`src/logic/lpm_regs.vh`:
```
// register offsets, field positions, reset values and event codes for the link packet monitor
`ifndef LPM_REGS_VH
`define LPM_REGS_VH
// register byte offsets (chosen map)
`define LPM_CTL0_OFF       12'h000
`define LPM_CTR0_LO_OFF    12'h040
`define LPM_MATCH_LO_OFF   12'h080
`define LPM_MATCH_HI_OFF   12'h084
`define LPM_MASK_LO_OFF    12'h088
`define LPM_MASK_HI_OFF    12'h08C
`define LPM_MATCH2_LO_OFF  12'h090
`define LPM_MATCH2_HI_OFF  12'h094
`define LPM_MASK2_LO_OFF   12'h098
`define LPM_MASK2_HI_OFF   12'h09C
`define LPM_STATUS_OFF     12'h0A0
// control register strides: ctl n at CTL0 + 4n, counter n at CTR0 + 8n (lo) / +4 (hi)
// control fields
`define LPM_EVSEL_MSB      7
`define LPM_CLEAR_BIT      17
`define LPM_OVEN_BIT       20
`define LPM_EN_BIT         22
`define LPM_CTL_MASK       32'h005000FF
// event codes
`define LPM_EV_FILTER0     8'h38
`define LPM_EV_FILTER1     8'h39
// counter width
`define LPM_CNT_W          48
// writable bits of match/mask words
`define LPM_HI_MASK        32'h000F000F
`define LPM_LO_MASK        32'h8003FFF8
`define LPM_RESET_VAL      32'h00000000
`endif

```
`src/logic/lpm_packet_filter.v`:
```
// one match/mask packet filter pair
`timescale 1ns/1ps
module lpm_packet_filter (
  ref_clk,
  rst_n,
  pktValid,
  pktForward,
  pktLo,
  pktHi,
  matchLo,
  matchHi,
  maskLo,
  maskHi,
  hit
);
  input             ref_clk;
  input             rst_n;
  input             pktValid;   // packet present this cycle
  input             pktForward; // packet crosses input to output port
  input      [31:0] pktLo;      // packet fields in lower-word layout
  input      [31:0] pktHi;      // packet fields in upper-word layout
  input      [31:0] matchLo;
  input      [31:0] matchHi;
  input      [31:0] maskLo;
  input      [31:0] maskHi;
  output reg        hit;        // registered one-cycle match pulse

  wire loEq; // masked lower word agrees
  wire hiEq; // masked upper word agrees

  assign loEq = ((pktLo ^ matchLo) & maskLo) == 32'h00000000;
  assign hiEq = ((pktHi ^ matchHi) & maskHi) == 32'h00000000;

  // match only forwarded packets
  always @(posedge ref_clk) begin
    if (!rst_n) begin
      hit <= 1'b0;
    end else begin
      hit <= pktValid & pktForward & loEq & hiEq;
    end
  end
endmodule

```
`src/logic/lpm_port_monitor.v`:
```
// link port performance monitor: four 48-bit counters and two packet filters on apb
`timescale 1ns/1ps
`include "lpm_regs.vh"
// Operation
// - four 48-bit read/write event counters
// - overflow when carry leaves bit 47
// - counter wraps through zero, keeps counting
// - reads return live count, counting continues
// - upper sixteen bits read zero, reset zero
// - two match/mask pairs per port
// - only forwarded packets are filtered
// - filter hits count only with codes 0x38, 0x39
// - filter on opcode, class, state, node, address
// - upper match holds one-hot response state
// - remote node split: hi[3:0], lo[31]
// - lower match: destination, class, opcode fields
// - bypass/data classes: opcode top bit size
// - two-bit virtual network field, 1x shared
// - overflow with enable sets status, message
// - eight-bit event selector per counter
// - write-one clear bit zeroes counter
module lpm_port_monitor #(
  parameter NUM_CNT = 4,
  parameter CNT_W   = `LPM_CNT_W
) (
  input  wire        ref_clk,
  input  wire        rst_n,
  input  wire        psel,
  input  wire        penable,
  input  wire        pwrite,
  input  wire [11:0] paddr,
  input  wire [31:0] pwdata,
  output reg  [31:0] prdata,
  output reg         pready,
  output reg         pslverr,
  input  wire        pktValid,
  input  wire        pktForward,
  input  wire [31:0] pktLo,
  input  wire [31:0] pktHi,
  input  wire [7:0]  portEvents,
  output reg         overflowMsg,
  output reg  [3:0]  overflowCnt
);
  reg  [31:0]      ctl_reg [0:NUM_CNT-1];   // per-counter control
  reg  [CNT_W-1:0] cnt_reg [0:NUM_CNT-1];   // event counters
  reg  [31:0]      matchLo_reg [0:1];       // lower match words
  reg  [31:0]      matchHi_reg [0:1];       // upper match words
  reg  [31:0]      maskLo_reg  [0:1];       // lower mask words
  reg  [31:0]      maskHi_reg  [0:1];       // upper mask words
  reg  [3:0]       ovStatus_reg;            // sticky overflow flags
  wire [1:0]       filterHit;               // registered filter hits
  wire             acc;                     // apb access phase
  wire             wr;                      // apb write strobe
  reg  [31:0]      rdata_next;              // read mux
  reg              rerr_next;               // unmapped address
  reg  [3:0]       ovSet;                   // overflow this cycle
  integer          i;                       // loop index, register process
  integer          j;                       // loop index, read mux
  integer          k;                       // loop index, overflow detect

  // register map seen from the apb side, byte addresses
  // 0x000 control of counter 0
  // 0x004 control of counter 1
  // 0x008 control of counter 2
  // 0x00C control of counter 3
  // 0x040 counter 0, count bits 31:0
  // 0x044 counter 0, count bits 47:32 in the low half
  // 0x048 counter 1, low word
  // 0x04C counter 1, high word
  // 0x050 counter 2, low word
  // 0x054 counter 2, high word
  // 0x058 counter 3, low word
  // 0x05C counter 3, high word
  // 0x080 filter 0 lower match word
  // 0x084 filter 0 upper match word
  // 0x088 filter 0 lower mask word
  // 0x08C filter 0 upper mask word
  // 0x090 filter 1 lower match word
  // 0x094 filter 1 upper match word
  // 0x098 filter 1 lower mask word
  // 0x09C filter 1 upper mask word
  // 0x0A0 sticky overflow flags, one per counter
  // any other address answers with an error
  // an erroring write changes nothing
  // an erroring read returns zero
  //
  // control word layout
  // bits 7:0 pick the event to count
  // bit 17 clears the count, never stored
  // bit 20 lets an overflow raise a message
  // bit 22 lets the counter run at all
  // every other control bit reads zero
  //
  // event codes
  // 0x00 to 0x07 pick one generic port event
  // 0x38 picks the filter 0 hit pulse
  // 0x39 picks the filter 1 hit pulse
  // any other code counts nothing
  //
  // counting
  // one increment per cycle at most
  // reads never stall or pause the counter
  // the high half reads its top sixteen bits as zero
  // a carry out of bit 47 is an overflow
  // the count wraps to zero and keeps going
  // stopping after n events is left to software:
  // preload two to the 48th minus n, enable overflow
  //
  // write priority
  // a software write beats a same-cycle increment
  // the clear bit beats a same-cycle increment
  // halves of a counter are written one at a time
  // so a carry between halves may land mid-update
  // software should stop the counter before a preload
  //
  // overflow flags
  // set by hardware, cleared by writing one
  // a set in the same cycle as a clear wins
  // the message pulse lasts one cycle
  // the which-counter pulse lasts the same cycle
  //
  // filter timing
  // a packet is sampled on the edge it is valid
  // the hit pulse stands one cycle later
  // the selected counter moves on the next edge
  // so a counter trails its packet by two edges
  // packets not crossing to an output are ignored
  //
  // apb timing
  // the setup edge latches read data and pready
  // pready stands for the access cycle only
  // the access edge performs a write
  // no wait states are ever inserted

  assign acc = psel & penable;
  assign wr  = acc & pwrite;

  // selected event level for a counter
  function evHit;
    input [7:0] sel;
    input [1:0] fh;
    input [7:0] pe;
    begin
      if (sel == `LPM_EV_FILTER0)
        evHit = fh[0];
      else if (sel == `LPM_EV_FILTER1)
        evHit = fh[1];
      else if (sel < 8'h08)
        evHit = pe[sel[2:0]];
      else
        evHit = 1'b0;
    end
  endfunction

  // two filters per port
  lpm_packet_filter u_filt0 (
    .ref_clk    (ref_clk),
    .rst_n      (rst_n),
    .pktValid   (pktValid),
    .pktForward (pktForward),
    .pktLo      (pktLo),
    .pktHi      (pktHi),
    .matchLo    (matchLo_reg[0]),
    .matchHi    (matchHi_reg[0]),
    .maskLo     (maskLo_reg[0]),
    .maskHi     (maskHi_reg[0]),
    .hit        (filterHit[0])
  );
  lpm_packet_filter u_filt1 (
    .ref_clk    (ref_clk),
    .rst_n      (rst_n),
    .pktValid   (pktValid),
    .pktForward (pktForward),
    .pktLo      (pktLo),
    .pktHi      (pktHi),
    .matchLo    (matchLo_reg[1]),
    .matchHi    (matchHi_reg[1]),
    .maskLo     (maskLo_reg[1]),
    .maskHi     (maskHi_reg[1]),
    .hit        (filterHit[1])
  );

  // counters, control, filter registers and status
  always @(posedge ref_clk) begin
    if (!rst_n) begin
      for (i = 0; i < NUM_CNT; i = i + 1) begin
        ctl_reg[i] <= `LPM_RESET_VAL;
        cnt_reg[i] <= {CNT_W{1'b0}};
      end
      for (i = 0; i < 2; i = i + 1) begin
        matchLo_reg[i] <= `LPM_RESET_VAL;
        matchHi_reg[i] <= `LPM_RESET_VAL;
        maskLo_reg[i]  <= `LPM_RESET_VAL;
        maskHi_reg[i]  <= `LPM_RESET_VAL;
      end
      ovStatus_reg <= 4'h0;
      overflowMsg  <= 1'b0;
      overflowCnt  <= 4'h0;
    end else begin
      for (i = 0; i < NUM_CNT; i = i + 1) begin
        // counting: live, wraps through zero
        if (ctl_reg[i][`LPM_EN_BIT] &&
            evHit(ctl_reg[i][`LPM_EVSEL_MSB:0], filterHit, portEvents)) begin
          cnt_reg[i] <= cnt_reg[i] + {{(CNT_W-1){1'b0}}, 1'b1};
        end
        // software writes win over the increment
        if (wr && paddr == `LPM_CTL0_OFF + 4 * i) begin
          ctl_reg[i] <= pwdata & `LPM_CTL_MASK;
          if (pwdata[`LPM_CLEAR_BIT])
            cnt_reg[i] <= {CNT_W{1'b0}};
        end
        if (wr && paddr == `LPM_CTR0_LO_OFF + 8 * i)
          cnt_reg[i][31:0] <= pwdata;
        if (wr && paddr == `LPM_CTR0_LO_OFF + 8 * i + 4)
          cnt_reg[i][CNT_W-1:32] <= pwdata[CNT_W-33:0];
      end
      for (i = 0; i < 2; i = i + 1) begin
        if (wr && paddr == `LPM_MATCH_LO_OFF + 16 * i)
          matchLo_reg[i] <= pwdata & `LPM_LO_MASK;
        if (wr && paddr == `LPM_MATCH_HI_OFF + 16 * i)
          matchHi_reg[i] <= pwdata & `LPM_HI_MASK;
        if (wr && paddr == `LPM_MASK_LO_OFF + 16 * i)
          maskLo_reg[i] <= pwdata & `LPM_LO_MASK;
        if (wr && paddr == `LPM_MASK_HI_OFF + 16 * i)
          maskHi_reg[i] <= pwdata & `LPM_HI_MASK;
      end
      // sticky status: set wins over write-one clear
      if (wr && paddr == `LPM_STATUS_OFF)
        ovStatus_reg <= (ovStatus_reg & ~pwdata[3:0]) | ovSet;
      else
        ovStatus_reg <= ovStatus_reg | ovSet;
      overflowMsg <= |ovSet;
      overflowCnt <= ovSet;
    end
  end

  // overflow detect: carry out of the top count bit
  always @* begin
    ovSet = 4'h0;
    for (k = 0; k < NUM_CNT; k = k + 1) begin
      if (ctl_reg[k][`LPM_EN_BIT] && ctl_reg[k][`LPM_OVEN_BIT] && (&cnt_reg[k]) &&
          evHit(ctl_reg[k][`LPM_EVSEL_MSB:0], filterHit, portEvents)) begin
        ovSet[k] = 1'b1;
      end
    end
  end

  // read mux, live counter values
  always @* begin
    rdata_next = 32'h00000000;
    rerr_next  = 1'b1;
    for (j = 0; j < NUM_CNT; j = j + 1) begin
      if (paddr == `LPM_CTL0_OFF + 4 * j) begin
        rdata_next = ctl_reg[j];
        rerr_next  = 1'b0;
      end else if (paddr == `LPM_CTR0_LO_OFF + 8 * j) begin
        rdata_next = cnt_reg[j][31:0];
        rerr_next  = 1'b0;
      end else if (paddr == `LPM_CTR0_LO_OFF + 8 * j + 4) begin
        rdata_next = {16'h0000, cnt_reg[j][CNT_W-1:32]};
        rerr_next  = 1'b0;
      end
    end
    for (j = 0; j < 2; j = j + 1) begin
      if (paddr == `LPM_MATCH_LO_OFF + 16 * j) begin
        rdata_next = matchLo_reg[j];
        rerr_next  = 1'b0;
      end else if (paddr == `LPM_MATCH_HI_OFF + 16 * j) begin
        rdata_next = matchHi_reg[j];
        rerr_next  = 1'b0;
      end else if (paddr == `LPM_MASK_LO_OFF + 16 * j) begin
        rdata_next = maskLo_reg[j];
        rerr_next  = 1'b0;
      end else if (paddr == `LPM_MASK_HI_OFF + 16 * j) begin
        rdata_next = maskHi_reg[j];
        rerr_next  = 1'b0;
      end
    end
    if (paddr == `LPM_STATUS_OFF) begin
      rdata_next = {28'h0000000, ovStatus_reg};
      rerr_next  = 1'b0;
    end
  end

  // apb answer: one wait-free access phase, registered
  always @(posedge ref_clk) begin
    if (!rst_n) begin
      prdata  <= 32'h00000000;
      pready  <= 1'b0;
      pslverr <= 1'b0;
    end else begin
      pready  <= psel & ~penable;
      pslverr <= psel & ~penable & rerr_next;
      if (psel & ~penable & ~pwrite)
        prdata <= rdata_next;
    end
  end
endmodule

```
`config.mk`:
```
export PLATFORM = sky130hd
export DESIGN_NAME = lpm_port_monitor
export DESIGN_NICKNAME = d
export VERILOG_FILES = /design/src/logic/lpm_packet_filter.v /design/src/logic/lpm_port_monitor.v
export VERILOG_INCLUDE_DIRS = /design/src /design/src/logic
export SDC_FILE = /design/constraint.sdc
export NUM_CORES = 1
export LEC_CHECK = 0
export BUFFER_PORTS_ARGS = -buffer_cell sky130_fd_sc_hd__buf_2
export CORE_MARGIN = 5
export CORE_UTILIZATION = 30
export CTS_CLUSTER_DIAMETER = 100
export DETAILED_ROUTE_END_ITERATION = 10
export GPL_TIMING_DRIVEN = 0
export HOLD_SLACK_MARGIN = 0.1
export SETUP_SLACK_MARGIN = 0.4
export SLEW_MARGIN = 20
export SYNTH_ARGS = -nofsm -noshare
export SYNTH_HDL_FRONTEND = slang
export SYNTH_SLANG_ARGS = --single-unit
```
`constraint.sdc`:
```
create_clock -name ref_clk -period 4.1 [get_ports ref_clk]
set_input_delay 0.41 -clock ref_clk [delete_from_list [all_inputs] [get_ports ref_clk]]
set_output_delay 0.41 -clock ref_clk [all_outputs]
set_load 0.02 [all_outputs]
```
# After elaboration in Yosys (flattened, before gate mapping)
# Memories as Yosys holds them, arrays and structs flattened.
# Cells that the tools add are included.
# W data, S select, Z words.
dict set report classes {
  n_eq_ne 28
  add_sub_neg 4
  mux 185
  n_reduce_logical 47
  bitwise_logic 52
  n_lt_le_gt_ge 8
}
# op count
set ops {}
lappend ops {{$mux W32} 24}
lappend ops {{$mux W48} 8}
lappend ops {{$add A48 B1 Y48 const B} 4}
lappend ops {{$reduce_and A48 Y1} 4}
lappend ops {{$mux W16} 9}
lappend ops {{$mux W1} 131}
lappend ops {{$and A32 B32 Y32} 4}
lappend ops {{$logic_not A32 Y1} 4}
lappend ops {{$xor A32 B32 Y32} 4}
lappend ops {{$eq A12 B8 Y1 const B} 9}
lappend ops {{$eq A12 B7 Y1 const B} 8}
lappend ops {{$eq A8 B6 Y1 const B} 8}
lappend ops {{$mux W10} 4}
lappend ops {{$logic_and A1 B1 Y1} 37}
lappend ops {{$lt A8 B4 Y1 const B} 4}
lappend ops {{$mux W8} 4}
lappend ops {{$or A1 B1 Y1} 28}
lappend ops {{$eq A12 B4 Y1 const B} 2}
lappend ops {{$lt A3 B4 Y1 const B} 4}
lappend ops {{$bmux W1 S3} 4}
lappend ops {{$eq A12 B3 Y1 const B} 1}
lappend ops {{$logic_not A12 Y1} 1}
lappend ops {{$and A1 B1 Y1} 10}
lappend ops {{$or A4 B4 Y4} 2}
lappend ops {{other kinds (5)} 6}
dict set report totals {
  register_bits 45
  mem_count 6
  ram_bits 328
  in_bits 123
}
# name words word_bits rd rd_clocked_by_memory_dff wr line
set mem_list {}
lappend mem_list {cnt_reg 4 48 4 0 4 lpm_port_monitor.v:45} ;# reg [CNT_W-1:0] cnt_reg [0:NUM_CNT-1];
lappend mem_list {ctl_reg 4 10 4 0 4 lpm_port_monitor.v:44} ;# reg [31:0] ctl_reg [0:NUM_CNT-1];
lappend mem_list {maskLo_reg 2 16 2 0 2 lpm_port_monitor.v:48} ;# reg [31:0] maskLo_reg [0:1];
lappend mem_list {matchLo_reg 2 16 2 0 2 lpm_port_monitor.v:46} ;# reg [31:0] matchLo_reg [0:1];
lappend mem_list {maskHi_reg 2 8 2 0 2 lpm_port_monitor.v:49} ;# reg [31:0] maskHi_reg [0:1];
lappend mem_list {matchHi_reg 2 8 2 0 2 lpm_port_monitor.v:47} ;# reg [31:0] matchHi_reg [0:1];

# Depth between registers and ports, before layout
dict set report depth {
  word_depth 23
  depth_mapped 10
  mapped_depth_nobuf 7
}

# Modules after synthesis
# A second synthesis with hierarchy kept.
dict set report unflattened {
  hier_cells 2411
  area_unflattened_um2 23746.5
}
# module cells_per_inst n_inst area_each_um2
set modules_own_cells {}
lappend modules_own_cells {lpm_port_monitor 2203 1 21804.7}
lappend modules_own_cells {lpm_packet_filter 104 2 970.9}

# Worst setup path before layout
# OpenSTA, ideal clock, no wires.
dict set report synth_path {
  path_kind {input -> register}
  startpoint {in paddr[2]}
  endpoint {mem cnt_reg[3][0] (netlist bit), enable pin}
  setup_ps 466
  stages 5
  required_ps 3634
  slack_ps -171
  path_buffers 2
  arrival_ps 3805
  cell_sequence {buf_2 nor4b_2 nand4_1 clkbuf_1 o21ai_0}
}
# item line
set synth_lines {}
lappend synth_lines {{start, declared} lpm_port_monitor.v:31} ;# input wire [11:0] paddr,
lappend synth_lines {{end, declared} lpm_port_monitor.v:45}

==> results.md <==
* CTS root buf: clkbuf_16
* Gate power share at 7.1%
* CTS tree: yes
* Remaining DRCs at 0
* Yosys top cell area share at 43.5%
* Main area contributors after synthesis: edfxtp_1 44%, nand2_1 4.9%, xor2_1 4.5%
* DR pass1 iterations at 6
* Hold path cells at 2
* Clock Sinks at 373
* Dominant cell type by area after synthesis: edfxtp_1
* HP Class: input pin to flip-flop
* Iteration-0 DRC count of the detailed router at 3,017
* Post-layout minimum cycle time at 3700 ps
* GRT Total Usage at 24.3%
* Mapped Cells at 2,304
* Share of post-route cells with drive strength above 1 at 12.9%
* Seq pwr share at 48.6%
* Post-Synth Simple-Gate Area at 22.1%
* Tcrit/Tclk final at 90.2%
* Final Cell Area at 26,200 µm²
* Met3 usage in global routing at 6.51%
* R2R Path End: cnt_reg[0][14]$_SDFFCE_PN0P_
* Final GP Congestion at 0.999
* Compound-cell area share of the yosys netlist at 16.8%
* Clk pin slew, worst setup/hold paths at 60 ps
* Worst setup path class: input pin to flip-flop
* Leak at 0.00855 µW
* Worst-Margin Slew at 1200 ps
* Post-synthesis sequential area ratio at 47.5%
* Setup_tns at 0 ps
* Die footprint at 81,000 µm²
* Max Transition Viols Final at 0
* Worst Hold Path EP: pready$_SDFF_PN0_
* Placed cell count at 3,398
* Mapped Area at 22,600 µm²
* Met1 usage at 32.0%
* Number of global-route vias before repair at 20,087
* WL/cell at 29.7 µm
* Psw at 2450 µW
* RR Startpoint: ctl_reg[0][0]$_SDFFCE_PN0P_
* Final non-filler cell total at 3,486
* Multiplexer share of the synthesized area at 1.48%
* VDD IR max at 0.333 mV
* Clk_lat worst skew at 630 ps
* Critical path origin: rst_n
* Flop-to-flop setup slack at 620 ps
* Grt ovf at 0
* Max-slew headroom at 19.5%
* Final hold violation count at 0
* Core ar. at 74,600 µm²
* Status: complete, no violations
* Commonest non-fill, non-tap cell in the layout: edfxtp_1
* Synth async-reset ratio at 0%
* Data arrival, critical path at 4180 ps
* Register area at 10,800 µm²
* NumNets Final at 2,605
* Vias/cell at 6.13
* Initial Util at 30.3%
* Number of synthesized register bits at 373
* Clk pwr share at 44.3%
* Most frequent cells in the layout: 328 x edfxtp_1, 292 x nand2_1, 157 x buf_2
* Max FFs per register at 192
* Synth Area in XOR/XNOR at 8.21%
* Cts bufs inserted at 46
* Syn-to-layout area delta at 15.8%
* Pwr Density at 352 nW/µm²
* # fillers at 7,643
* Grt met2 use at 37.0%
* Worst-path fanout max at 10
* Initial antenna violation count at 6
* Largest family of logic cells by synthesized area: simple AND/OR/NAND/NOR gates
* Die width at 285 µm
* Final Setup Violations at 0
* CP Launch Type: input pin
* Setup crit end kind: flip-flop
* Hold Crit Start: psel
* Postcts setup bufs at 0
* YS warnings at 0
* Placed inst area at 24,700 µm²
* H-tree levels at 2
* Worst Reg-to-Reg Cells at 8
* Synth Area per Inst at 9.82 µm²
* Post-synth EDFFs at 328
* DR vias at 21,359
* Synth unique cells at 88
* FMAX at 0.270 GHz
* IO buf count at 117
* Maximum clock insertion buffer count at 3
* First-pass GRT wire length at 146,000 µm
* Unrepaired setup endpoints after global routing: no
* Max Cap Viol at 0
* I/O Pins at 162
* Chip height at 285 µm
* Net count after synthesis at 2,431
* Ys flop type: edfxtp_1
* Worst EP required at 4580 ps
* Footprint of the multi-input gates at 11,200 µm²
* Largest net degree at the start of global routing at 22
* Area share of fa/ha/maj cells after synthesis at 0.221%
* HPWL after detailed placement at 78,000 µm
* Internal at 6770 µW
* Routed WL at 104,000 µm
* GR peak layer: met2
* Rows at 100
* Sw frac at 26.6%
* Worst Skew at 51.2 ps
* Antenna-violating nets left at 0
synthesized netlist by cell type (26+ instances only):
cell type,number
a222oi_1,31
nor3_1,56
nand2_1,295
dfxtp_1,45
o21ai_0,137
clkbuf_1,104
and4_1,26
and2_1,65
and3_1,67
nor4_1,38
edfxtp_1,328
nor2_1,124
buf_2,40
xor2_1,116
a21oi_1,78
nand4_1,80
xnor2_1,96
a22oi_1,79
o31ai_1,44
inv_1,37
nand3_1,96
through the flow:
| stage | power [µW] | util (%) | setup WS, ps | hold WS [ps] |
|---|---|---|---|---|
| finish | 9220 | 35.1 | 403 | 160 |
| global route | 9420 | 35.1 | 464 | 150 |
| CTS | 9210 | 35.1 | 401 | 141 |
| detailed placement | 5180 | 33.1 | -399 | 442 |
| global placement | 5160 | 32.7 | -1420 | 438 |
| floorplan | 4770 | - | 695 | 434 |
worst max-delay path, cell delays in order:
cell,delay [ps]
buf_1,610
nand4_1,940
clkbuf_1,640
a21oi_1,830
clkbuf_1,470
and2_1,240
kinds of logic after synthesis:
| group | count (synthesis) |
|---|---|
| AO/OA/AOI/OAI | 550 |
| XOR/XNOR | 212 |
| adder cells (fa/ha/maj) | 4 |
| buffers and inverters | 195 |
| flip-flops | 373 |
| multiplexers | 23 |
| AND/OR/NAND/NOR | 947 |
power groups by stage:
stage | clock [µW] | sequential [µW] | combinational (µW)
2_1_floorplan | 0 | 4460 | 313
3_3_place_gp | 0 | 4550 | 608
3_5_place_dp | 0 | 4550 | 635
4_1_cts | 4100 | 4470 | 640
5_1_grt | 4250 | 4490 | 682
6_report | 4080 | 4480 | 655
timing repair:
action	4_1_cts	5_1_grt
hold buffers	1	0
resized for setup	1	5
endpoints found under the hold margin	1	0
setup endpoints to repair	16	104
cell type report:
class / instances / share of cell area (%)
Multi-Input combinational cell: 1736 / 42.6
Sequential cell: 373 / 41.1
Tap cell: 969 / 4.63
Clock buffer: 57 / 4.59
Timing Repair Buffer: 126 / 2.85
Buffer: 158 / 2.67
Clock inverter: 25 / 1.03
Inverter: 37 / 0.530
Antenna cell: 5 / 0.0478
worst max path at each step:
stage                                   endpoint  slack (ps)  depth (start not counted)
global route        matchLo_reg[0][10]$_DFFE_PP_         460                          6
CTS                 cnt_reg[1][21]$_SDFFCE_PN0P_         400                          9
global placement        cnt_reg[3][28]$_DFFE_PP_       -1420                          5
floorplan                cnt_reg[3][0]$_DFFE_PP_         700                          5
finish              matchLo_reg[0][26]$_DFFE_PP_         400                          6
detailed placement  cnt_reg[2][47]$_SDFFCE_PN0P_        -400                         10
metal layers:
metal | share of wire, % | wire length, µm
met1 | 39 | 40200
met2 | 43 | 45000
met3 | 12 | 12000
met4 | 6.1 | 6360
met5 | 0.013 | 13
Power figures use the tool's default switching activity.
